File: config.mk
export PLATFORM = sky130hd
export DESIGN_NAME = typeb_halt_select_decoder
export DESIGN_NICKNAME = d
export VERILOG_FILES = /design/src/hw/typeb_pkg.sv /design/src/hw/crc_b_calc.sv /design/src/hw/apdu_capture.sv /design/src/hw/typeb_halt_select_decoder.sv
export SDC_FILE = /design/constraint.sdc
export NUM_CORES = 1
export LEC_CHECK = 0
export BUFFER_PORTS_ARGS = -buffer_cell sky130_fd_sc_hd__buf_4
export CELL_PAD_IN_SITES_DETAIL_PLACEMENT = 0
export CELL_PAD_IN_SITES_GLOBAL_PLACEMENT = 1
export CORE_MARGIN = 2
export CORE_UTILIZATION = 40
export CTS_BUF_LIST = sky130_fd_sc_hd__clkbuf_16
export DETAILED_ROUTE_END_ITERATION = 8
export GPL_TIMING_DRIVEN = 0
export HOLD_SLACK_MARGIN = 0.15
export PLACE_DENSITY_LB_ADDON = 0.1
export SYNTH_ARGS = -nofsm -noshare
export SYNTH_HDL_FRONTEND = slang
export SYNTH_SLANG_ARGS = --single-unit
File: constraint.sdc
create_clock -name mclk_in -period 8.1 [get_ports mclk_in]
set_clock_uncertainty 0.05 [all_clocks]
set_input_delay 1.62 -clock mclk_in [delete_from_list [all_inputs] [get_ports mclk_in]]
set_output_delay 1.62 -clock mclk_in [all_outputs]
set_load 0.01 [all_outputs]
File: src/hw/typeb_pkg.sv
package typeb_pkg;

   // Attribute reply: buffer size multiplier and card identifier support.
   localparam logic [3:0] ATTRIB_MBLI = 4'h1;
   localparam logic [3:0] ATTRIB_CID = 4'h0;
   localparam logic [7:0] ATTRIB_REPLY = {ATTRIB_MBLI, ATTRIB_CID};

   // Halt command and its reply.
   localparam logic [7:0] HALT_CODE = 8'h50;
   localparam logic [7:0] HALT_REPLY = 8'h00;
   localparam logic [7:0] HALT_LEN = 8'h05;

   // Command header fields.
   localparam logic [7:0] CLA_ISO = 8'h00;
   localparam logic [7:0] INS_SELECT = 8'ha4;
   localparam logic [7:0] INS_READ = 8'hb0;
   localparam logic [7:0] P1_BY_FID = 8'h00;
   localparam logic [7:0] P1_EF = 8'h02;
   localparam logic [7:0] P1_BY_NAME = 8'h04;
   localparam logic [7:0] P2_FIRST = 8'h00;
   localparam logic [7:0] P2_NO_FCI = 8'h0c;
   localparam logic [7:0] LC_APP = 8'h07;
   localparam logic [7:0] LC_FID = 8'h02;
   localparam logic [7:0] LE_APP = 8'h00;
   localparam logic [8:0] HDR_LEN = 9'h005;

   // Field positions in the captured command.
   localparam logic [7:0] IDX_CLA = 8'h00;
   localparam logic [7:0] IDX_INS = 8'h01;
   localparam logic [7:0] IDX_P1 = 8'h02;
   localparam logic [7:0] IDX_P2 = 8'h03;
   localparam logic [7:0] IDX_LC = 8'h04;
   localparam logic [7:0] COUNT_MAX = 8'hff;

   // Select data values.
   localparam logic [55:0] APP_NAME = 56'hd2760000850101;
   localparam logic [15:0] FID_CC = 16'he103;
   localparam logic [15:0] FID_NDEF = 16'h0103;

   // Status words.
   localparam logic [15:0] SW_OK = 16'h9000;
   localparam logic [15:0] SW_BAD_LEN = 16'h6700;
   localparam logic [15:0] SW_BAD_P1P2 = 16'h6a86;
   localparam logic [15:0] SW_NOT_FOUND = 16'h6a82;
   localparam logic [15:0] SW_BAD_CLA = 16'h6e00;

   // CRC_B, reflected form.
   localparam logic [15:0] CRC_INIT = 16'hffff;
   localparam logic [15:0] CRC_POLY = 16'h8408;

   // Reply byte counts.
   localparam logic [1:0] NB_ONE = 2'h1;
   localparam logic [1:0] NB_TWO = 2'h2;

   typedef enum logic [2:0] {
      FILE_NONE,
      FILE_NDEF_APP,
      FILE_CC,
      FILE_NDEF,
      FILE_EF
   } file_sel_t;

   localparam file_sel_t SEL_RESET = FILE_NONE;
   localparam logic [15:0] EF_ID_RESET = 16'h0000;

   typedef struct packed {
      logic valid;
      logic [7:0] data;
      logic apdu;
      logic last;
      logic crc_ok;
   } rx_t;

   typedef struct packed {
      logic [7:0] cla;
      logic [7:0] ins;
      logic [7:0] p1;
      logic [7:0] p2;
      logic [7:0] lc;
      logic [55:0] data;
      logic [7:0] le;
      logic [7:0] count;
   } apdu_t;

endpackage

File: src/hw/crc_b_calc.sv
`timescale 1ns/1ps
module crc_b_calc (
   input wire logic mclk_in,
   input wire logic sys_rst_in,
   input wire logic clear_in,
   input wire logic en_in,
   input wire logic [7:0] byte_in,
   output logic [15:0] crc_out
);
   import typeb_pkg::*;

   logic [15:0] crc_q;
   logic [15:0] crc_d;

   always_comb begin
      crc_d = crc_q;
      if (clear_in) begin
         crc_d = CRC_INIT;
      end else if (en_in) begin
         crc_d = crc_q ^ {8'h00, byte_in};
         for (int i = 0; i < 8; i++) begin
            if (crc_d[0]) begin
               crc_d = (crc_d >> 1) ^ CRC_POLY;
            end else begin
               crc_d = crc_d >> 1;
            end
         end
      end
   end

   always_ff @(posedge mclk_in or posedge sys_rst_in) begin
      if (sys_rst_in) begin
         crc_q <= CRC_INIT;
      end else begin
         crc_q <= crc_d;
      end
   end

   // The sent value is the complement of the running register.
   assign crc_out = ~crc_q;
endmodule

File: src/hw/apdu_capture.sv
`timescale 1ns/1ps
module apdu_capture (
   input wire logic mclk_in,
   input wire logic sys_rst_in,
   input wire logic valid_in,
   input wire logic last_in,
   input wire logic [7:0] byte_in,
   output typeb_pkg::apdu_t apdu_out
);
   import typeb_pkg::*;

   apdu_t a_q;
   apdu_t a_d;
   logic first_q;
   logic first_d;
   logic [7:0] idx;
   logic [8:0] body_end;

   always_comb begin
      a_d = a_q;
      first_d = first_q;
      idx = first_q ? 8'h00 : a_q.count;
      body_end = HDR_LEN + {1'b0, a_q.lc};
      if (valid_in) begin
         first_d = last_in;
         if (first_q) begin
            a_d = '0;
         end
         if (idx != COUNT_MAX) begin
            a_d.count = idx + 8'h01;
         end
         case (idx)
            IDX_CLA: a_d.cla = byte_in;
            IDX_INS: a_d.ins = byte_in;
            IDX_P1: a_d.p1 = byte_in;
            IDX_P2: a_d.p2 = byte_in;
            IDX_LC: a_d.lc = byte_in;
            default: begin
               // Only the last seven body bytes are kept.
               if ({1'b0, idx} < body_end) begin
                  a_d.data = {a_q.data[47:0], byte_in};
               end else if ({1'b0, idx} == body_end) begin
                  a_d.le = byte_in;
               end
            end
         endcase
      end
   end

   always_ff @(posedge mclk_in or posedge sys_rst_in) begin
      if (sys_rst_in) begin
         a_q <= '0;
         first_q <= 1'b1;
      end else begin
         a_q <= a_d;
         first_q <= first_d;
      end
   end

   assign apdu_out = a_q;
endmodule

File: src/hw/typeb_halt_select_decoder.sv
// Function
// Attribute reply is 0x10 plus CRC_B.
// Valid halt command enters the halt state.
// Reader puts card identifier inside halt command.
// Select needs class 0x00 and instruction 0xA4.
// P1 picks identifier, elementary file, or name.
// Only three P1,P2 pairs accepted; others error.
// P2 0x0C returns no file control information.
// Lc is 7 for application, else 2.
// Application name must match exactly.
// Identifier 0xE103 selects capability container.
// Identifier 0x0103 selects the fixed NDEF file.
// Elementary file selection accepts any identifier.
// Reader avoids reserved identifiers for ordinary files.
// Le 0x00 only for application selection.
// Tunnel mode reads come from the host.
// Halt answered 0x00 plus CRC_B; others ignored.
// Select reply holds only the status word.
`timescale 1ns/1ps
module typeb_halt_select_decoder (
   input wire logic mclk_in,
   input wire logic sys_rst_in,
   input typeb_pkg::rx_t rx_in,
   input wire logic attrib_ok_in,
   input wire logic wakeup_in,
   input wire logic [31:0] pupi_in,
   input wire logic tunnel_mode_in,
   input wire logic tx_ready_in,
   output logic tx_valid_out,
   output logic [7:0] tx_data_out,
   output logic tx_last_out,
   output logic halted_out,
   output typeb_pkg::file_sel_t sel_file_out,
   output logic [15:0] ef_id_out,
   output logic rd_host_req_out,
   output logic rd_mem_req_out
);
   import typeb_pkg::*;

   typedef enum logic [1:0] {
      TX_IDLE,
      TX_DATA,
      TX_CRC_LO,
      TX_CRC_HI
   } tx_state_t;

   apdu_t cmd;
   logic [15:0] crc_val;
   logic crc_clear;
   logic crc_en;

   // Frame end is seen in the same cycle as its captured last byte.
   logic done_q;
   logic done_d;
   logic apdu_q;
   logic apdu_d;

   // Reply sequencer.
   tx_state_t state_q;
   tx_state_t state_d;
   logic [15:0] buf_q;
   logic [15:0] buf_d;
   logic [1:0] left_q;
   logic [1:0] left_d;
   logic with_crc_q;
   logic with_crc_d;

   // Device state seen by the rest of the interpreter.
   logic halted_q;
   logic halted_d;
   file_sel_t sel_q;
   file_sel_t sel_d;
   logic [15:0] ef_q;
   logic [15:0] ef_d;
   logic rd_host_q;
   logic rd_host_d;
   logic rd_mem_q;
   logic rd_mem_d;

   // Decode results.
   logic is_halt;
   logic is_select;
   logic is_read;
   logic app_sel;
   logic pair_ok;
   logic le_seen;
   logic body_ok;
   logic [8:0] body_len;
   logic [15:0] sw;
   file_sel_t sel_new;
   logic [15:0] ef_new;
   logic start_attrib;
   logic start_halt;
   logic start_select;

   apdu_capture u_capture (
      .mclk_in(mclk_in),
      .sys_rst_in(sys_rst_in),
      .valid_in(rx_in.valid),
      .last_in(rx_in.last),
      .byte_in(rx_in.data),
      .apdu_out(cmd)
   );

   crc_b_calc u_crc (
      .mclk_in(mclk_in),
      .sys_rst_in(sys_rst_in),
      .clear_in(crc_clear),
      .en_in(crc_en),
      .byte_in(buf_q[15:8]),
      .crc_out(crc_val)
   );

   always_comb begin
      done_d = rx_in.valid & rx_in.last & rx_in.crc_ok;
      apdu_d = rx_in.apdu;
   end

   always_ff @(posedge mclk_in or posedge sys_rst_in) begin
      if (sys_rst_in) begin
         done_q <= 1'b0;
         apdu_q <= 1'b0;
      end else begin
         done_q <= done_d;
         apdu_q <= apdu_d;
      end
   end

   // Halt carries code then the four identifier bytes, first byte on top.
   always_comb begin
      is_halt = done_q & ~apdu_q & (cmd.cla == HALT_CODE)
         & (cmd.count == HALT_LEN)
         & ({cmd.ins, cmd.p1, cmd.p2, cmd.lc} == pupi_in);
      is_select = done_q & apdu_q & (cmd.ins == INS_SELECT);
      is_read = done_q & apdu_q & (cmd.ins == INS_READ)
         & (cmd.cla == CLA_ISO);
   end

   // Select checks run in a fixed order; the first failure names the error.
   always_comb begin
      app_sel = 1'b0;
      pair_ok = 1'b0;
      case (cmd.p1)
         P1_BY_FID: pair_ok = (cmd.p2 == P2_NO_FCI);
         P1_EF: pair_ok = (cmd.p2 == P2_NO_FCI);
         P1_BY_NAME: begin
            pair_ok = (cmd.p2 == P2_FIRST);
            app_sel = 1'b1;
         end
         default: pair_ok = 1'b0;
      endcase
      body_len = HDR_LEN + {1'b0, cmd.lc};
      le_seen = ({1'b0, cmd.count} == body_len + 9'h001);
      body_ok = ({1'b0, cmd.count} == body_len) | le_seen;
      sw = SW_OK;
      sel_new = sel_q;
      ef_new = ef_q;
      if (cmd.cla != CLA_ISO) begin
         sw = SW_BAD_CLA;
      end else if (!pair_ok) begin
         sw = SW_BAD_P1P2;
      end else if (cmd.lc != (app_sel ? LC_APP : LC_FID)) begin
         sw = SW_BAD_LEN;
      end else if (!body_ok) begin
         sw = SW_BAD_LEN;
      end else if (le_seen != app_sel) begin
         sw = SW_BAD_LEN;
      end else if (app_sel && cmd.le != LE_APP) begin
         sw = SW_BAD_LEN;
      end else if (app_sel) begin
         if (cmd.data != APP_NAME) begin
            sw = SW_NOT_FOUND;
         end else begin
            sel_new = FILE_NDEF_APP;
         end
      end else if (cmd.p1 == P1_EF) begin
         sel_new = FILE_EF;
         ef_new = cmd.data[15:0];
      end else if (cmd.data[15:0] == FID_CC) begin
         sel_new = FILE_CC;
      end else if (cmd.data[15:0] == FID_NDEF) begin
         sel_new = FILE_NDEF;
      end else begin
         // An ordinary file under the identifier pair.
         sel_new = FILE_EF;
         ef_new = cmd.data[15:0];
      end
   end

   // A halted card answers nothing until woken by the front end.
   always_comb begin
      start_attrib = attrib_ok_in & ~halted_q & (state_q == TX_IDLE);
      start_halt = is_halt & ~halted_q & (state_q == TX_IDLE);
      start_select = is_select & ~halted_q & (state_q == TX_IDLE);
   end

   always_comb begin
      halted_d = halted_q;
      sel_d = sel_q;
      ef_d = ef_q;
      rd_host_d = 1'b0;
      rd_mem_d = 1'b0;
      if (wakeup_in) begin
         halted_d = 1'b0;
      end
      // Entering halt wins over a wake-up in the same cycle.
      if (start_halt) begin
         halted_d = 1'b1;
      end
      if (start_select) begin
         sel_d = sel_new;
         ef_d = ef_new;
      end
      if (is_read && !halted_q) begin
         rd_host_d = tunnel_mode_in;
         rd_mem_d = ~tunnel_mode_in;
      end
   end

   always_ff @(posedge mclk_in or posedge sys_rst_in) begin
      if (sys_rst_in) begin
         halted_q <= 1'b0;
         sel_q <= SEL_RESET;
         ef_q <= EF_ID_RESET;
         rd_host_q <= 1'b0;
         rd_mem_q <= 1'b0;
      end else begin
         halted_q <= halted_d;
         sel_q <= sel_d;
         ef_q <= ef_d;
         rd_host_q <= rd_host_d;
         rd_mem_q <= rd_mem_d;
      end
   end

   // Replies leave most significant byte first; attribute and halt replies then add CRC low then high.
   always_comb begin
      state_d = state_q;
      buf_d = buf_q;
      left_d = left_q;
      with_crc_d = with_crc_q;
      crc_clear = 1'b0;
      crc_en = 1'b0;
      case (state_q)
         TX_IDLE: begin
            if (start_attrib) begin
               buf_d = {ATTRIB_REPLY, 8'h00};
               left_d = NB_ONE;
               with_crc_d = 1'b1;
               crc_clear = 1'b1;
               state_d = TX_DATA;
            end else if (start_halt) begin
               buf_d = {HALT_REPLY, 8'h00};
               left_d = NB_ONE;
               with_crc_d = 1'b1;
               crc_clear = 1'b1;
               state_d = TX_DATA;
            end else if (start_select) begin
               // Status word only, no control information.
               buf_d = sw;
               left_d = NB_TWO;
               with_crc_d = 1'b0;
               crc_clear = 1'b1;
               state_d = TX_DATA;
            end
         end
         TX_DATA: begin
            if (tx_ready_in) begin
               crc_en = 1'b1;
               buf_d = {buf_q[7:0], 8'h00};
               left_d = left_q - 2'h1;
               if (left_q == NB_ONE) begin
                  state_d = with_crc_q ? TX_CRC_LO : TX_IDLE;
               end
            end
         end
         TX_CRC_LO: begin
            if (tx_ready_in) begin
               state_d = TX_CRC_HI;
            end
         end
         TX_CRC_HI: begin
            if (tx_ready_in) begin
               state_d = TX_IDLE;
            end
         end
         default: state_d = TX_IDLE;
      endcase
   end

   always_ff @(posedge mclk_in or posedge sys_rst_in) begin
      if (sys_rst_in) begin
         state_q <= TX_IDLE;
         buf_q <= 16'h0000;
         left_q <= 2'h0;
         with_crc_q <= 1'b0;
      end else begin
         state_q <= state_d;
         buf_q <= buf_d;
         left_q <= left_d;
         with_crc_q <= with_crc_d;
      end
   end

   always_comb begin
      tx_valid_out = (state_q != TX_IDLE);
      case (state_q)
         TX_CRC_LO: tx_data_out = crc_val[7:0];
         TX_CRC_HI: tx_data_out = crc_val[15:8];
         default: tx_data_out = buf_q[15:8];
      endcase
      tx_last_out = (state_q == TX_CRC_HI)
         | ((state_q == TX_DATA) & (left_q == NB_ONE) & ~with_crc_q);
   end

   assign halted_out = halted_q;
   assign sel_file_out = sel_q;
   assign ef_id_out = ef_q;
   assign rd_host_req_out = rd_host_q;
   assign rd_mem_req_out = rd_mem_q;
endmodule

==> metrics.log <==
INFO  metric post_synthesis_sequential_area_ratio = 0.499
INFO  metric via_count = 6574
INFO  metric grt_start_max_net_pins = 132
INFO  metric internal_power = 0.00186 W
INFO  metric ioPinCount = 82
INFO  metric regToRegEndpoint = u_capture.apdu_out[19]
INFO  metric post_route_cells_drive_above_1_share = 0.184
INFO  metric antenna_violating_nets_post_route = 0
INFO  metric synth-edff-count = 0
INFO  metric avgRoutedWirePerCell = 20.2 µm
INFO  metric worstSkewPairLatency = 440 ps
INFO  metric ctsRootBufferMaster = sky130_fd_sc_hd__clkbuf_16
INFO  metric postSynth.asyncResetShare = 1.00
INFO  metric power_switching = 0.00110 W
INFO  metric reg2regPathDepth = 15
INFO  metric power-per-cell-area = 296 nW/µm²
INFO  metric cts_hold_repair.buffers = 0
INFO  metric vdd_ir_drop_max = 0.139 mV
INFO  metric tritoncts_num_sinks = 167
INFO  metric drt_drc_violations_left = 0
INFO  metric cpMaxStageDelayCell = sky130_fd_sc_hd__dfstp_2
INFO  metric synth_to_layout_area_growth = 18.8%
INFO  metric dieHeight = 149 µm
INFO  metric timing.critical_path.max_delay_family = buffers and inverters
INFO  metric antenna_found_initial = 0
INFO  metric worstPathCellList = clkbuf_1, buf_1, nand2b_1, inv_1, ha_1, nor2b_1, o21a_1, o21ai_0, a211o_1, a21oi_1, nor2_1, o21ai_0, clkbuf_1, clkbuf_1, a22o_1
INFO  metric cp_max_fo = 10
INFO  metric worstMarginPinSlew = 845 ps
INFO  metric grt_util_all_layers = 0.223
INFO  metric max-cap-violations = 0
INFO  metric die_width = 149 µm
INFO  metric design.core.area = 20800 µm²
INFO  metric hold_viol_final = 0
INFO  metric worst_hold_path.endpoint = buf_q[7]
INFO  metric ys_types = 57
INFO  metric worst_ep_required_time = 8420 ps
INFO  metric stage_delay_of_the_slowest_cell_on_the_critical_path = 510 ps
INFO  metric ctsLongestPathBuffers = 2
INFO  metric rsz0062_at_grt = no
INFO  metric die_area = 22200 µm²
INFO  metric design.final.nets = 939
INFO  metric worst_ep_arrival_time = 4780 ps
INFO  metric cp_capture_type = flop
INFO  metric buffer_ports.inserted = 80
INFO  metric drt-initial-drc-count = 410
INFO  metric cts_setup_buffers = 0
INFO  metric viasPerCell = 5.66
INFO  metric hold_path.startpoint = buf_q[7]
INFO  metric gpl.final_weighted_congestion = 0.925
INFO  metric r2r_start = u_capture.first_q
INFO  metric cts_tree = yes
INFO  metric achievable-frequency = 224 MHz
INFO  metric hp-class = flop to flop
INFO  metric grt-ovfl-total = 0
INFO  metric final_min_period_over_clock_period = 0.551
INFO  metric ys.warnings.count = 0
INFO  metric syn_nets = 839
INFO  metric cts-resized-gates = 0
INFO  metric timing.max_slew.rel_slack = 0.429
INFO  metric clk_pin_slew = 70 ps
INFO  metric comb_power_share = 0.328
INFO  metric setup_violating_endpoint_count_in_the_final_report = 0
INFO  metric path_buf_inv = 5
INFO  metric critical_path_class = flop to flop
INFO  metric avgSynthCellArea = 10.9 µm²
INFO  metric leakagePower = 4.55 nW
INFO  metric grt_pass1_vias = 6666
INFO  metric num_antenna_cells = 0
INFO  metric post-route-min-period = 4460 ps
INFO  metric hpwl = 17200 µm
INFO  metric start_util = 0.404
INFO  metric synthCells = 774
INFO  metric timing.final.max_slew_violations = 0
INFO  metric totalPowerFinal = 0.00296 W
INFO  metric netSwitchingFraction = 0.371
INFO  metric fin_tns_setup = 0 ps
INFO  metric ys_seq_elements = 167
INFO  metric hold_path_depth = 2
INFO  metric tritoncts_buffers = 17
INFO  metric wirelength = 23500 µm
INFO  metric synth-main-ff-cell = sky130_fd_sc_hd__dfrtp_1
INFO  metric cts_max_level = 4
INFO  metric drt_pass1_iterations = 5
INFO  metric rows = 53
INFO  metric grt_pass1_wl = 38200 µm
INFO  metric startpoint_type = flop
INFO  metric outcome = completed
INFO  metric rrSetupSlack = 3640 ps
INFO  metric seq_power_share = 0.398
INFO  metric cell_area_after_synthesis = 8410 µm²
INFO  metric cpMostUsedCell = sky130_fd_sc_hd__clkbuf_1
INFO  metric share_clk_of_total_power = 0.274
-- kinds of logic after synthesis --
family / after synthesis / synth area share
AOI/OAI and AO/OA: 186 / 0.176
xor gates and xnor gates: 78 / 0.0812
adders and majority gates: 15 / 0.0223
buffers and inverters: 64 / 0.0300
DFF: 167 / 0.499
muxes: 35 / 0.0452
and+or+nand+nor: 229 / 0.146
-- power by group through the flow --
stage / Sequential, W / Combinational (W) / Clock (W)
6_report: 0.00118 / 0.000971 / 0.000810
5_1_grt: 0.00120 / 0.00108 / 0.000869
4_1_cts: 0.00118 / 0.000976 / 0.000829
3_5_place_dp: 0.00119 / 0.000970 / 0
3_3_place_gp: 0.00118 / 0.000951 / 0
2_1_floorplan: 0.00113 / 0.000722 / 0
-- tightest hold or removal path, stage by stage (launching register included) --
cell and delay (ps):
sky130_fd_sc_hd__dfrtp_1 340, sky130_fd_sc_hd__nand2_1 50, sky130_fd_sc_hd__nand2_1 50
-- stage by stage --
stage | worst slack, ps | area (µm²) | hold WS [ps] | cells | utilization
floorplan | 1940 | 8410 | 380 | 774 | -
global placement | 150 | 9360 | 400 | 1129 | 0.449
detailed placement | 3710 | 9390 | 408 | 1130 | 0.451
CTS | 3650 | 9990 | 426 | 1162 | 0.480
global route | 3350 | 9990 | 455 | 1162 | 0.480
finish | 3640 | 9990 | 420 | 1162 | 0.480
-- registers in the layout, indices dropped and copies added (netlist names), named ones only --
name,cells
u_capture.first_q,1
state_q,1
halted_out,1
sel_file_out,3
done_q,1
rd_host_req_out,1
with_crc_q,1
u_capture.apdu_out,112
rd_mem_req_out,1
buf_q,9
apdu_q,1
ef_id_out,16
u_crc.crc_q,16
left_q,2
-- metal layers --
metal,GRT usage,up-vias,wire [µm]
met1,0.328,3361,11400
met5,0,-,0
met4,0.0395,0,142
li1,-,3062,-
met3,0.0391,12,951
met2,0.352,139,11000
-- synthesized netlist by cell type, types with 6 or more instances --
cell / count / share of area
sky130_fd_sc_hd__and3_1: 10 / 0.0074
sky130_fd_sc_hd__and2_1: 6 / 0.0045
sky130_fd_sc_hd__nor4_1: 13 / 0.0097
sky130_fd_sc_hd__xnor2_1: 61 / 0.064
sky130_fd_sc_hd__dfstp_2: 17 / 0.053
sky130_fd_sc_hd__mux2i_1: 11 / 0.013
sky130_fd_sc_hd__nor2b_1: 11 / 0.0082
sky130_fd_sc_hd__a21oi_1: 11 / 0.0065
sky130_fd_sc_hd__ha_1: 15 / 0.022
sky130_fd_sc_hd__nand3_1: 22 / 0.013
sky130_fd_sc_hd__xor2_1: 17 / 0.018
sky130_fd_sc_hd__nand2_1: 66 / 0.029
sky130_fd_sc_hd__a22o_1: 104 / 0.11
sky130_fd_sc_hd__nand4_1: 21 / 0.016
sky130_fd_sc_hd__nor2_1: 25 / 0.011
sky130_fd_sc_hd__inv_1: 19 / 0.0085
sky130_fd_sc_hd__o21ai_0: 22 / 0.013
sky130_fd_sc_hd__mux2_2: 24 / 0.032
sky130_fd_sc_hd__a31oi_1: 6 / 0.0045
sky130_fd_sc_hd__nor3_1: 17 / 0.010
sky130_fd_sc_hd__o211ai_1: 12 / 0.011
sky130_fd_sc_hd__clkbuf_1: 37 / 0.017
sky130_fd_sc_hd__dfrtp_1: 150 / 0.45
-- cells in the final DEF (no fill, tap or decap), types with 4 or more instances in the layout --
| cell | n |
|---|---|
| sky130_fd_sc_hd__a21o_1 | 4 |
| sky130_fd_sc_hd__a21oi_1 | 11 |
| sky130_fd_sc_hd__a22o_1 | 104 |
| sky130_fd_sc_hd__a31oi_1 | 6 |
| sky130_fd_sc_hd__and2_1 | 6 |
| sky130_fd_sc_hd__and3_1 | 10 |
| sky130_fd_sc_hd__and4_1 | 4 |
| sky130_fd_sc_hd__buf_2 | 4 |
| sky130_fd_sc_hd__buf_4 | 80 |
| sky130_fd_sc_hd__clkbuf_1 | 37 |
| sky130_fd_sc_hd__clkbuf_16 | 17 |
| sky130_fd_sc_hd__clkinv_8 | 5 |
| sky130_fd_sc_hd__dfrtp_1 | 150 |
| sky130_fd_sc_hd__dfstp_2 | 17 |
| sky130_fd_sc_hd__ha_1 | 15 |
| sky130_fd_sc_hd__inv_1 | 18 |
| sky130_fd_sc_hd__inv_8 | 6 |
| sky130_fd_sc_hd__mux2_2 | 24 |
| sky130_fd_sc_hd__mux2i_1 | 11 |
| sky130_fd_sc_hd__nand2_1 | 66 |
| sky130_fd_sc_hd__nand2b_1 | 5 |
| sky130_fd_sc_hd__nand3_1 | 22 |
| sky130_fd_sc_hd__nand4_1 | 21 |
| sky130_fd_sc_hd__nand4b_1 | 5 |
| sky130_fd_sc_hd__nor2_1 | 25 |
| sky130_fd_sc_hd__nor2b_1 | 11 |
| sky130_fd_sc_hd__nor3_1 | 17 |
| sky130_fd_sc_hd__nor4_1 | 13 |
| sky130_fd_sc_hd__nor4b_1 | 5 |
| sky130_fd_sc_hd__o211ai_1 | 12 |
| sky130_fd_sc_hd__o21a_1 | 4 |
| sky130_fd_sc_hd__o21ai_0 | 22 |
| sky130_fd_sc_hd__o31ai_1 | 4 |
| sky130_fd_sc_hd__xnor2_1 | 61 |
| sky130_fd_sc_hd__xor2_1 | 17 |
-- cell type report --
| class | instances | area (µm²) |
|---|---|---|
| Clock buffer | 17 | 425 |
| Sequential cell | 167 | 4200 |
| Tap cell | 275 | 344 |
| Clock inverter | 15 | 176 |
| Inverter | 19 | 78.8 |
| Timing Repair Buffer | 81 | 628 |
| Fill cell | 2005 | 10800 |
| Multi-Input combinational cell | 543 | 3960 |
| Buffer | 45 | 181 |
-- worst max-delay path by stage --
stage | from | to | slack (ps) | cells past startpoint
final | u_capture.first_q | u_capture.apdu_out[19] | 3640 | 15
after global routing | u_capture.first_q | u_capture.apdu_out[19] | 3350 | 15
after CTS | u_capture.first_q | u_capture.apdu_out[19] | 3650 | 15
after detailed placement | u_capture.first_q | u_capture.apdu_out[19] | 3710 | 15
after global placement | sys_rst_in | ef_id_out[10] | 150 | 2
after floorplan | sys_rst_in | async pin | 1940 | 1
Power figures use the tool's default switching activity.
